==> src/verilog/pptfc_pkg.sv <==
package pptfc_pkg;
    // host port addresses of the two indexed register spaces
    localparam logic [15:0] PANEL_INDEX_ADDR = 16'h03d0;
    localparam logic [15:0] PANEL_DATA_ADDR  = 16'h03d1;
    localparam logic [15:0] EXT_INDEX_ADDR   = 16'h03d6;
    localparam logic [15:0] EXT_DATA_ADDR    = 16'h03d7;
    // panel register indices
    localparam logic [7:0] PIN_ROLE_IDX      = 8'h0c;
    localparam logic [7:0] TIMER_CTRL_IDX    = 8'h0f;
    localparam logic [7:0] FORMAT_ZERO_IDX   = 8'h10;
    // extension register indices
    localparam logic [7:0] PIN_DATA_IDX      = 8'h63;
    localparam logic [7:0] CLK_SELECT_IDX    = 8'hcf;
    // reset values
    localparam logic [7:0] PIN_ROLE_RST      = 8'h00;
    localparam logic [7:0] TIMER_CTRL_RST    = 8'h00;
    localparam logic [7:0] FORMAT_ZERO_RST   = 8'h00;
    localparam logic [1:0] PIN_DATA_RST      = 2'h0;
    localparam logic [7:0] CLK_SELECT_RST    = 8'h00;
    // field positions
    localparam int PIN_ONE_ROLE_LSB  = 6;
    localparam int PIN_ZERO_ROLE_LSB = 3;
    localparam int TIMER_EN_BIT      = 7;
    localparam int TIMER_ACTION_BIT  = 6;
    localparam int TIMER_COUNT_LSB   = 0;
    localparam int SHIFT_DIV_LSB     = 4;
    localparam int COLOUR_SEL_LSB    = 2;
    localparam int DRIVE_TYPE_LSB    = 0;
    localparam int CLK_SELECT_BIT    = 3;
    // pin role codes
    localparam logic [1:0] ROLE_DEFAULT = 2'h0;
    localparam logic [1:0] ROLE_ALT     = 2'h1;
    localparam logic [1:0] ROLE_INPUT   = 2'h2;
    localparam logic [1:0] ROLE_OUTPUT  = 2'h3;
    // colour, drive and timer codes
    localparam logic [1:0] COLOUR_PANEL = 2'h3;
    localparam logic [1:0] DRIVE_DUAL   = 2'h3;
    localparam logic [4:0] TIMER_NO_DELAY = 5'h1f;
    // timing
    localparam int CLK_HZ        = 20000000;
    localparam int PSCLK_HZ      = 37500;
    localparam int STEP_MS       = 28100;
    localparam int PSCLK_DIV     = CLK_HZ / PSCLK_HZ;
    localparam int STEP_TICKS    = (STEP_MS / 100) * (PSCLK_HZ / 10);
    // answer of the format lookup
    typedef struct packed {
        logic       valid;
        logic [5:0] pixThirds;
        logic [4:0] maxBpp;
    } pptfc_fmt_t;
endpackage
==> src/verilog/pptfc_core.sv <==
`timescale 1ns/10ps
// Summary of operation
// - pin one role: slow clock, input, output
// - pin zero role: activity, sync, input, output
// - timer enable bit, cleared at reset
// - expiry: backlight off or panel off
// - step per count, zero is one step
// - all-ones count gives no delay
// - memory or vga access reloads the timer
// - extended register access leaves timer alone
// - any access after expiry restarts, cancels action
// - timer ticks on power sequencing clock
// - colour handling select field
// - panel drive type field
// - shift clock ratio field, reset zero
// - mono tft: divide 1 to 16
// - colour tft: divide 1 or 2
// - mono dual stn accel: divide 1 to 8
// - 4-bit dual stn accel: divide 1, 2
// - 3-bit dual stn accel: divide 1 to 4
// - 4-bit single stn: divide 1 to 4
// - mono dual stn plain: 2 to 16
// - 4-bit dual stn plain: 2 or 4
// - 3-bit dual stn plain: 2 to 8
// - clock select bit picks timer clock source
module pptfc_core
    import pptfc_pkg::*;
#(
    parameter int STEP_CYCLES = STEP_TICKS
) (
    input  wire logic        clock,
    input  wire logic        rst_n,
    input  wire logic [15:0] ioAddr,            // host i/o address
    input  wire logic        ioRead,            // read strobe, one cycle
    input  wire logic        ioWrite,           // write strobe, one cycle
    input  wire logic [7:0]  ioWriteData,
    output logic      [7:0]  ioReadData,        // valid the cycle after ioRead
    input  wire logic        memAccess,         // graphics memory access pulse
    input  wire logic        vgaIoAccess,       // standard vga i/o access pulse
    input  wire logic        extAccess,         // other extended register access
    input  wire logic        compositeSync,
    input  wire logic        dotClockTick,      // one pulse per dot clock
    input  wire logic        stnPanel,          // panel is stn, not tft
    input  wire logic        frameAccel,        // frame acceleration on
    input  wire logic        colourPack4,       // 4-bit packing, else 3-bit
    input  wire logic        generalPinOneIn,
    output logic             generalPinOneOut,
    output logic             generalPinOneOe,
    input  wire logic        generalPinZeroIn,
    output logic             generalPinZeroOut,
    output logic             generalPinZeroOe,
    output logic             backlightEnablePin,
    output logic             panelOffRequest,
    output logic [1:0]       colourMode,
    output logic [1:0]       driveType,
    output logic             formatValid,
    output logic [5:0]       pixelsThirds,      // pixels per shift, in thirds
    output logic [4:0]       maxBpp,
    output logic             panelShiftStrobe   // one pulse per shift clock
);

    // all state of the block
    typedef struct packed {
        logic [7:0]  panelIndex;     // index for panel space
        logic [7:0]  extIndex;       // index for extension space
        logic [7:0]  pinRole;
        logic [7:0]  timerCtrl;
        logic [7:0]  formatZero;
        logic [1:0]  pinData;
        logic [7:0]  clkSelect;
        logic [7:0]  readData;
        logic [9:0]  divCnt;         // power sequencing divider
        logic [20:0] tickCnt;        // ticks inside one step
        logic [4:0]  stepCnt;        // steps elapsed
        logic        expired;
        logic        slowPrev;       // last sample of the slow clock pin
        logic        activity;       // registered activity indication
        logic [3:0]  shiftCnt;
        logic        shiftStrobe;
    } pptfc_state_t;

    pptfc_state_t cur;                           // registered state
    pptfc_state_t next_cur;                      // next state
    pptfc_fmt_t   fmt;                           // current format answer

    // format table; divide is 2**code, range and load vary
    function automatic pptfc_fmt_t formatLookup(
        input logic       colour,
        input logic       dual,
        input logic       stn,
        input logic       accel,
        input logic       pack4,
        input logic [2:0] code
    );
        pptfc_fmt_t r;
        logic [5:0] one;
        r   = '0;
        one = 6'h01 << code;
        if (!stn && !colour) begin
            r.valid     = (code <= 3'h4);
            r.pixThirds = 6'(3 * one);
            r.maxBpp    = (code <= 3'h1) ? 5'h08 : 5'(16 >> code);
        end else if (!stn) begin
            r.valid     = (code <= 3'h1);
            r.pixThirds = 6'(3 * one);
            r.maxBpp    = (code == 3'h0) ? 5'h18 : 5'h0c;
        end else if (!colour) begin
            if (accel) begin
                r.valid  = dual && (code <= 3'h3);
                r.maxBpp = 5'(2 * one);
            end else begin
                r.valid  = dual && (code != 3'h0) && (code <= 3'h4);
                r.maxBpp = 5'(one);
            end
            r.pixThirds = 6'(3 * one);
        end else if (!dual) begin
            r.valid     = pack4 && (code <= 3'h2);
            r.pixThirds = 6'(4 * one);
            r.maxBpp    = 5'(4 * one);
        end else if (pack4) begin
            if (accel) begin
                r.valid     = (code <= 3'h1);
                r.pixThirds = 6'(8 * one);
                r.maxBpp    = 5'(8 * one);
            end else begin
                r.valid     = (code != 3'h0) && (code <= 3'h2);
                r.pixThirds = 6'(4 * one);
                r.maxBpp    = 5'(4 * one);
            end
        end else begin
            if (accel) begin
                r.valid     = (code <= 3'h2);
                r.pixThirds = 6'(6 * one);
                r.maxBpp    = 5'(6 * one);
            end else begin
                r.valid     = (code != 3'h0) && (code <= 3'h3);
                r.pixThirds = 6'(3 * one);
                r.maxBpp    = 5'(3 * one);
            end
        end
        return r;
    endfunction

    logic [1:0] pinOneRole;
    logic [1:0] pinZeroRole;
    logic [2:0] shiftCode;
    logic       panelWr;
    logic       extWr;
    logic       ownAccess;                       // any access to our ports
    logic       reload;
    logic       psTick;                          // power sequencing clock tick
    logic [4:0] timerCount;
    logic [3:0] divMask;

    assign pinOneRole  = cur.pinRole[PIN_ONE_ROLE_LSB +: 2];
    assign pinZeroRole = cur.pinRole[PIN_ZERO_ROLE_LSB +: 2];
    assign shiftCode   = cur.formatZero[SHIFT_DIV_LSB +: 3];
    assign timerCount  = cur.timerCtrl[TIMER_COUNT_LSB +: 5];
    assign panelWr     = ioWrite && (ioAddr == PANEL_DATA_ADDR);
    assign extWr       = ioWrite && (ioAddr == EXT_DATA_ADDR);
    assign ownAccess   = (ioRead || ioWrite) &&
                         (ioAddr == PANEL_INDEX_ADDR || ioAddr == PANEL_DATA_ADDR ||
                          ioAddr == EXT_INDEX_ADDR || ioAddr == EXT_DATA_ADDR);
    // extended register traffic never reloads
    assign reload      = memAccess || vgaIoAccess;
    // tick: internal divider or slow pin
    assign psTick      = cur.clkSelect[CLK_SELECT_BIT] ?
                         (pinOneRole == ROLE_DEFAULT && generalPinOneIn &&
                          !cur.slowPrev) :
                         (cur.divCnt == 10'(PSCLK_DIV - 1));
    assign divMask     = 4'(5'h01 << shiftCode) - 4'h1;
    assign fmt         = formatLookup(colourMode == COLOUR_PANEL,
                                      driveType == DRIVE_DUAL,
                                      stnPanel, frameAccel, colourPack4, shiftCode);

    // next-state logic
    always_comb begin
        next_cur          = cur;
        next_cur.slowPrev = generalPinOneIn;
        next_cur.activity = memAccess || vgaIoAccess;
        // index and data ports
        if (ioWrite && ioAddr == PANEL_INDEX_ADDR) begin
            next_cur.panelIndex = ioWriteData;
        end
        if (ioWrite && ioAddr == EXT_INDEX_ADDR) begin
            next_cur.extIndex = ioWriteData;
        end
        if (panelWr) begin
            unique case (cur.panelIndex)
                PIN_ROLE_IDX:    next_cur.pinRole    = ioWriteData;
                TIMER_CTRL_IDX:  next_cur.timerCtrl  = ioWriteData;
                FORMAT_ZERO_IDX: next_cur.formatZero = ioWriteData;
                default: ;                                          // unmapped: ignored
            endcase
        end
        if (extWr) begin
            unique case (cur.extIndex)
                PIN_DATA_IDX:   next_cur.pinData   = ioWriteData[1:0];
                CLK_SELECT_IDX: next_cur.clkSelect = ioWriteData;
                default: ;
            endcase
        end
        // read data a cycle later; unmapped reads zero
        if (ioRead) begin
            next_cur.readData = 8'h00;
            unique case (ioAddr)
                PANEL_INDEX_ADDR: next_cur.readData = cur.panelIndex;
                EXT_INDEX_ADDR:   next_cur.readData = cur.extIndex;
                PANEL_DATA_ADDR: begin
                    unique case (cur.panelIndex)
                        PIN_ROLE_IDX:    next_cur.readData = cur.pinRole;
                        TIMER_CTRL_IDX:  next_cur.readData = cur.timerCtrl;
                        FORMAT_ZERO_IDX: next_cur.readData = cur.formatZero;
                        default:         next_cur.readData = 8'h00;
                    endcase
                end
                EXT_DATA_ADDR: begin
                    unique case (cur.extIndex)
                        PIN_DATA_IDX: begin
                            // input roles read the pin
                            next_cur.readData[1] = (pinOneRole == ROLE_INPUT) ?
                                                   generalPinOneIn : cur.pinData[1];
                            next_cur.readData[0] = (pinZeroRole == ROLE_INPUT) ?
                                                   generalPinZeroIn : cur.pinData[0];
                        end
                        CLK_SELECT_IDX: next_cur.readData = cur.clkSelect;
                        default:        next_cur.readData = 8'h00;
                    endcase
                end
                default: next_cur.readData = 8'h00;
            endcase
        end
        // power sequencing divider runs freely
        next_cur.divCnt = (cur.divCnt == 10'(PSCLK_DIV - 1)) ? 10'h000 : cur.divCnt + 10'h001;
        // activity timer
        if (!cur.timerCtrl[TIMER_EN_BIT]) begin
            next_cur.expired = 1'b0;
            next_cur.tickCnt = '0;
            next_cur.stepCnt = '0;
        end else if (cur.expired) begin
            // any access wakes and restarts
            if (reload || extAccess || ownAccess) begin
                next_cur.expired = 1'b0;
                next_cur.tickCnt = '0;
                next_cur.stepCnt = '0;
            end
        end else if (reload) begin
            next_cur.tickCnt = '0;
            next_cur.stepCnt = '0;
        end else if (timerCount == TIMER_NO_DELAY) begin
            next_cur.expired = 1'b1;
        end else if (psTick) begin
            if (cur.tickCnt == 21'(STEP_CYCLES - 1)) begin
                next_cur.tickCnt = '0;
                if (cur.stepCnt == timerCount) begin
                    next_cur.expired = 1'b1;
                end else begin
                    next_cur.stepCnt = cur.stepCnt + 5'h01;
                end
            end else begin
                next_cur.tickCnt = cur.tickCnt + 21'h000001;
            end
        end
        // shift strobe every 2**code dot clocks; held quiet on bad codes
        next_cur.shiftStrobe = 1'b0;
        if (!fmt.valid) begin
            next_cur.shiftCnt = 4'h0;
        end else if (dotClockTick) begin
            if ((cur.shiftCnt & divMask) == divMask) begin
                next_cur.shiftCnt    = 4'h0;
                next_cur.shiftStrobe = 1'b1;
            end else begin
                next_cur.shiftCnt = cur.shiftCnt + 4'h1;
            end
        end
    end

    // state register
    always_ff @(posedge clock or negedge rst_n) begin
        if (!rst_n) begin
            cur            <= '0;
            cur.pinRole    <= PIN_ROLE_RST;
            cur.timerCtrl  <= TIMER_CTRL_RST;
            cur.formatZero <= FORMAT_ZERO_RST;
            cur.pinData    <= PIN_DATA_RST;
            cur.clkSelect  <= CLK_SELECT_RST;
        end else begin
            cur <= next_cur;
        end
    end

    // pin one: only the output role drives the pin
    assign generalPinOneOe    = (pinOneRole == ROLE_OUTPUT);
    assign generalPinOneOut   = cur.pinData[1];
    // pin zero: input role releases it
    assign generalPinZeroOe   = (pinZeroRole != ROLE_INPUT);
    always_comb begin
        unique case (pinZeroRole)
            ROLE_DEFAULT: generalPinZeroOut = cur.activity;
            ROLE_ALT:     generalPinZeroOut = compositeSync;
            ROLE_INPUT:   generalPinZeroOut = 1'b0;
            ROLE_OUTPUT:  generalPinZeroOut = cur.pinData[0];
        endcase
    end

    // timeout action, dropped on restart
    assign backlightEnablePin = !(cur.expired && !cur.timerCtrl[TIMER_ACTION_BIT]);
    assign panelOffRequest    = cur.expired && cur.timerCtrl[TIMER_ACTION_BIT];
    assign colourMode         = cur.formatZero[COLOUR_SEL_LSB +: 2];
    assign driveType          = cur.formatZero[DRIVE_TYPE_LSB +: 2];
    assign formatValid        = fmt.valid;
    assign pixelsThirds       = fmt.pixThirds;
    assign maxBpp             = fmt.maxBpp;
    assign panelShiftStrobe   = cur.shiftStrobe;
    assign ioReadData         = cur.readData;

endmodule

==> config.mk <==
export PLATFORM = sky130hd
export DESIGN_NAME = pptfc_core
export DESIGN_NICKNAME = d
export VERILOG_FILES = /design/src/verilog/pptfc_pkg.sv /design/src/verilog/pptfc_core.sv
export SDC_FILE = /design/constraint.sdc
export NUM_CORES = 1
export LEC_CHECK = 0
export BUFFER_PORTS_ARGS = -buffer_cell sky130_fd_sc_hd__buf_2
export CAP_MARGIN = 20
export CORE_MARGIN = 3
export CORE_UTILIZATION = 45
export DETAILED_ROUTE_END_ITERATION = 16
export SETUP_SLACK_MARGIN = 0.3
export SLEW_MARGIN = 15
export SYNTH_ARGS = -nofsm -noshare
export SYNTH_HDL_FRONTEND = slang
export SYNTH_SLANG_ARGS = --single-unit
==> constraint.sdc <==
create_clock -name clock -period 2.8 [get_ports clock]
set_input_delay 0.42 -clock clock [delete_from_list [all_inputs] [get_ports clock]]
set_output_delay 0.42 -clock clock [all_outputs]
set_load 0.03 [all_outputs]
==> results.md <==
- The checks that failed: setup timing.
- Counting the fill cells in the layout gives 1153.
- The first global-routing pass estimated 25000 um of wire.
- In this run the worst path has a maximum fanout of 5.
- The share of flip-flops with an asynchronous set or reset is 1.00.
- The area inside the core boundary is 0.0129 sq mm.
- The switching part of the total is 0.232.
- Each instance of the synthesized netlist takes up on average 9.94 sq um.
- Synthesis inferred 102 register bits.
- Dividing the detail-routed wire length by the instance count gives 17.8 um.
- TritonCTS built the clock tree.
- The final layout contains routed wiring with a total length of 15300 um.
- The number of max-slew violations in the final report was 0.
- For this run, design rule violations remaining after detail routing come to 0.
- The design internal power is 2.29 mW.
- The power share of the combinational group is 0.057.
- The power density over cell area is 414 mW/mm^2.
- The clock passes through at most 2 buffers.
- The number of routed nets with antenna violations is 0.
- The endpoint required time on the critical path is 2.38 ns.
- The number of enable flip-flop cells after synthesis is 0.
- Setup repair after global routing could not meet its margin everywhere.
- The die outline height is 122 um.
- STA classifies the critical path startpoint as a flip-flop.
- The total overflow left after global routing is 0.
- The leakage power total is 3.21 nW.
- Summing all placed instances gives a cell area of 0.00663 sq mm.
- The total setup violations reported at the end of the flow is 5.
- The chip width is 122 um.
- The share of cells above drive strength 1 is 0.329.
- The initial antenna violation count is 0.
- The worst setup path is captured at an output port.
- The number of H-tree levels is 3.
- The clock-pin slew of the registers on the worst-case setup and hold paths is 0.07 ns.
- The area added between synthesis and finish is 19.4%.
- The maximum number of pins on one net before global-route repair is 45.
- The flow ran to the end, but the final reports show violations.
- Across the routed clock network, the largest skew measured is 0.00523 ns.
- The synthesis warning total is 0.
- The root buffer selected by CTS is sky130_fd_sc_hd__clkbuf_16.
- The repair_antennas step left the layout with diodes totalling 0.
- The sequential cell area in the final layout is 0.00256 sq mm.
- The number of iterations in the first detailed-routing pass is 7.
- The sum of net half-perimeters after detailed placement is 11300 um.
- Data on the critical path arrives at its endpoint at 2.52 ns.
- Across the VDD grid, the largest voltage drop is 325 uV.
- The per-cell via count in the routed design is 5.79.
- The floorplan step defined a die boundary enclosing 0.0148 sq mm.
- The clock period minus final worst setup slack is 2.94 ns.
- In this run, the number of DRC markers left after iteration 0 of detailed routing was 367.
- Of the available clock period, the critical path in the final layout requires 1.05.
- The weighted congestion at the end of routability-driven global placement is 0.871.
- Clock tree synthesis inserted a total of 9 buffers.
- The combined area of the multi-input logic cells is 0.00336 sq mm.
- The global-route usage over all layers is 0.211.
- The flip-flop cell with the highest count after synthesis is sky130_fd_sc_hd__dfrtp_1.
- The net switching power of the design is 0.692 mW.
- Max-cap violations in this run came to 0.
- Headroom to the max-slew limit came out at 0.567.
- Synthesis produced a netlist with a net count of 656.
- Once layout is done, the placed cells without fillers occupy 0.00719 sq mm.
- The critical path is of the reg -> out type.
- The number of hold buffers added after CTS is 0.
- After floorplanning, the core was divided into 41 placement rows.
- In the post-synthesis netlist, the biggest area contributors are sky130_fd_sc_hd__dfrtp_1 (42%), sky130_fd_sc_hd__mux2_2 (9.0%), sky130_fd_sc_hd__o21ai_0 (3.3%).
- The transition time of the tightest slew-check pin is 0.645 ns.
- The starting density of the core is 0.468.
- The number of I/O pins is 69.
- The maximum clock frequency is 340 MHz.
- The share of total power in the clock network is 0.444.
- The area of the mapped netlist is 0.00602 sq mm.
- The cell count after synthesis came out at 606.
- The count of buffers from port buffering is 68.
- The total count of hold-check failures in the final report is 0.
- The via count of the first global-routing pass came to 4901.
- The biggest area contributor in the post-synthesis netlist is sky130_fd_sc_hd__dfrtp_1.
- The sink count of the clock tree is 102.
- The number of distinct library cells after synthesis is 72.
- The clock latency on the worst-skew pair is 0.35 ns.
- In the final design database the tool counted 735 nets.
- The type of the most critical hold path is in -> async.
- Of the total power, registers draw 0.500.
- Overall power consumption after layout is estimated at 2.98 mW.
- The share of synthesized area occupied by flip-flops and latches is 0.424.
- The routed layout has 4994 vias.
- The fraction of post-synthesis cell area in the top cell type by area is 0.424.
- The final worst setup slack is -0.143 ns.
-- kinds of logic after synthesis --
kind of cell             Yosys count  synth area share
flip-flops                       102             0.424
buffers and inverters             57            0.0474
adder cells (fa/ha/maj)           12            0.0249
XOR/XNOR                          20            0.0291
AND/OR/NAND/NOR                  221             0.214
multiplexers                      57             0.107
AO/OA/AOI/OAI                    137             0.154
-- registers in the layout, indices dropped and copies added (netlist names) --
| name | flops |
|---|---|
| cur | 88 |
| ioReadData | 8 |
| generalPinOneOut | 1 |
| panelShiftStrobe | 1 |
| colourMode | 2 |
| driveType | 2 |
-- routing by layer --
layer  vias to the layer above  track usage  part of all wire
li1                       2384            -                 -
met1                      2492        0.295              0.46
met2                       102        0.344              0.48
met3                        16       0.0325             0.038
met4                         0       0.0595             0.013
met5                         -            0                 0
-- layout make-up --
| class | count | area share |
|---|---|---|
| Clock inverter | 5 | 0.00922 |
| Inverter | 16 | 0.00835 |
| Timing Repair Buffer | 109 | 0.0948 |
| Tap cell | 172 | 0.0299 |
| Clock buffer | 11 | 0.0351 |
| Sequential cell | 102 | 0.355 |
| Multi-Input combinational cell | 447 | 0.467 |
-- metrics by stage --
| step | cells | worst slack, ns | utilization | hold slack, ns | TNS, ns |
|---|---|---|---|---|---|
| global placement | 834 | 0.177 | 0.515 | 0.468 | 0 |
| global route | 862 | -0.196 | 0.559 | 0.118 | -0.901 |
| CTS | 857 | -0.142 | 0.551 | 0.0990 | -0.435 |
| detailed placement | 834 | 0.115 | 0.515 | 0.473 | 0 |
| finish | 862 | -0.143 | 0.559 | 0.0789 | -0.317 |
| floorplan | 606 | 0.221 | - | 0.124 | 0 |
-- cell usage after synthesis, drive strengths merged, types with 3 or more instances --
cell type	n
nand4b	3
and2	11
or4b	3
nor3	18
a22o	16
inv	16
or2	6
nand4	7
xor2	5
xnor2	15
and4b	3
nand3	26
nand3b	4
o2bb2ai	3
and3	9
nand2b	13
or3b	4
dfrtp	102
nand2	39
a22oi	6
a2bb2oi	5
mux2i	5
buf	21
mux2	51
nor2	46
o22ai	3
nor2b	4
o31ai	10
o41ai	5
ha	12
o21ai	42
or4	3
nor4	9
a21oi	19
nor3b	4
a222oi	6
a31oi	12
clkbuf	20
and4	4
-- worst paths after layout --
check	start	end	slack, ns	cells after the start
setup / recovery	cur[68]$_DFFE_PN0P_	pixelsThirds[5]	-0.14	11
max in group asynchronous	rst_n	cur[60]$_DFFE_PN0P_	2.00	2
hold reg to reg	cur[79]$_DFFE_PN0P_	cur[79]$_DFFE_PN0P_	0.50	1
setup reg to reg	cur[40]$_DFF_PN0_	cur[11]$_DFFE_PN0P_	0.44	6
hold / removal	rst_n	cur[96]$_DFFE_PN0P_	0.08	1
min in group clock	generalPinOneIn	cur[6]$_DFF_PN0_	0.21	1
-- power by group through the flow --
| stage | Combinational, mW | Sequential [mW] | Clock (mW) |
|---|---|---|---|
| finish | 0.169 | 1.49 | 1.32 |
| global route | 0.184 | 1.49 | 1.41 |
| CTS | 0.170 | 1.49 | 1.35 |
| detailed placement | 0.168 | 1.52 | 0 |
| global placement | 0.166 | 1.52 | 0 |
| floorplan | 0.0742 | 1.52 | 0 |
-- repair_timing --
item,in CTS,in global routing
setup buffers,7,5
gates resized for setup,23,15
pin swaps,7,4
endpoints found under the setup margin,9,29
-- critical path: stages, from the launching register on --
cell	delay (ns)
sky130_fd_sc_hd__dfrtp_2	0.47
sky130_fd_sc_hd__nor2_4	0.16
sky130_fd_sc_hd__nand2_1	0.12
sky130_fd_sc_hd__ha_4	0.27
sky130_fd_sc_hd__ha_4	0.17
sky130_fd_sc_hd__a21o_1	0.17
sky130_fd_sc_hd__a21oi_2	0.17
sky130_fd_sc_hd__xnor2_2	0.09
sky130_fd_sc_hd__a21oi_1	0.16
sky130_fd_sc_hd__o21ai_1	0.09
sky130_fd_sc_hd__a22oi_2	0.15
sky130_fd_sc_hd__buf_6	0.16
-- placed cells by master (no fill, tap or decap), types with 12 or more instances in the layout --
cell type and instances:
sky130_fd_sc_hd__dfrtp_1 99, sky130_fd_sc_hd__buf_2 59, sky130_fd_sc_hd__mux2_2 48, sky130_fd_sc_hd__buf_4 47
sky130_fd_sc_hd__nor2_1 44, sky130_fd_sc_hd__nand2_1 39, sky130_fd_sc_hd__o21ai_0 32, sky130_fd_sc_hd__nand3_1 26
sky130_fd_sc_hd__a21oi_1 17, sky130_fd_sc_hd__a22o_1 16, sky130_fd_sc_hd__inv_1 15, sky130_fd_sc_hd__nor3_1 14
sky130_fd_sc_hd__nand2b_1 12, sky130_fd_sc_hd__xnor2_1 12
(Power assumes the default switching activity.)
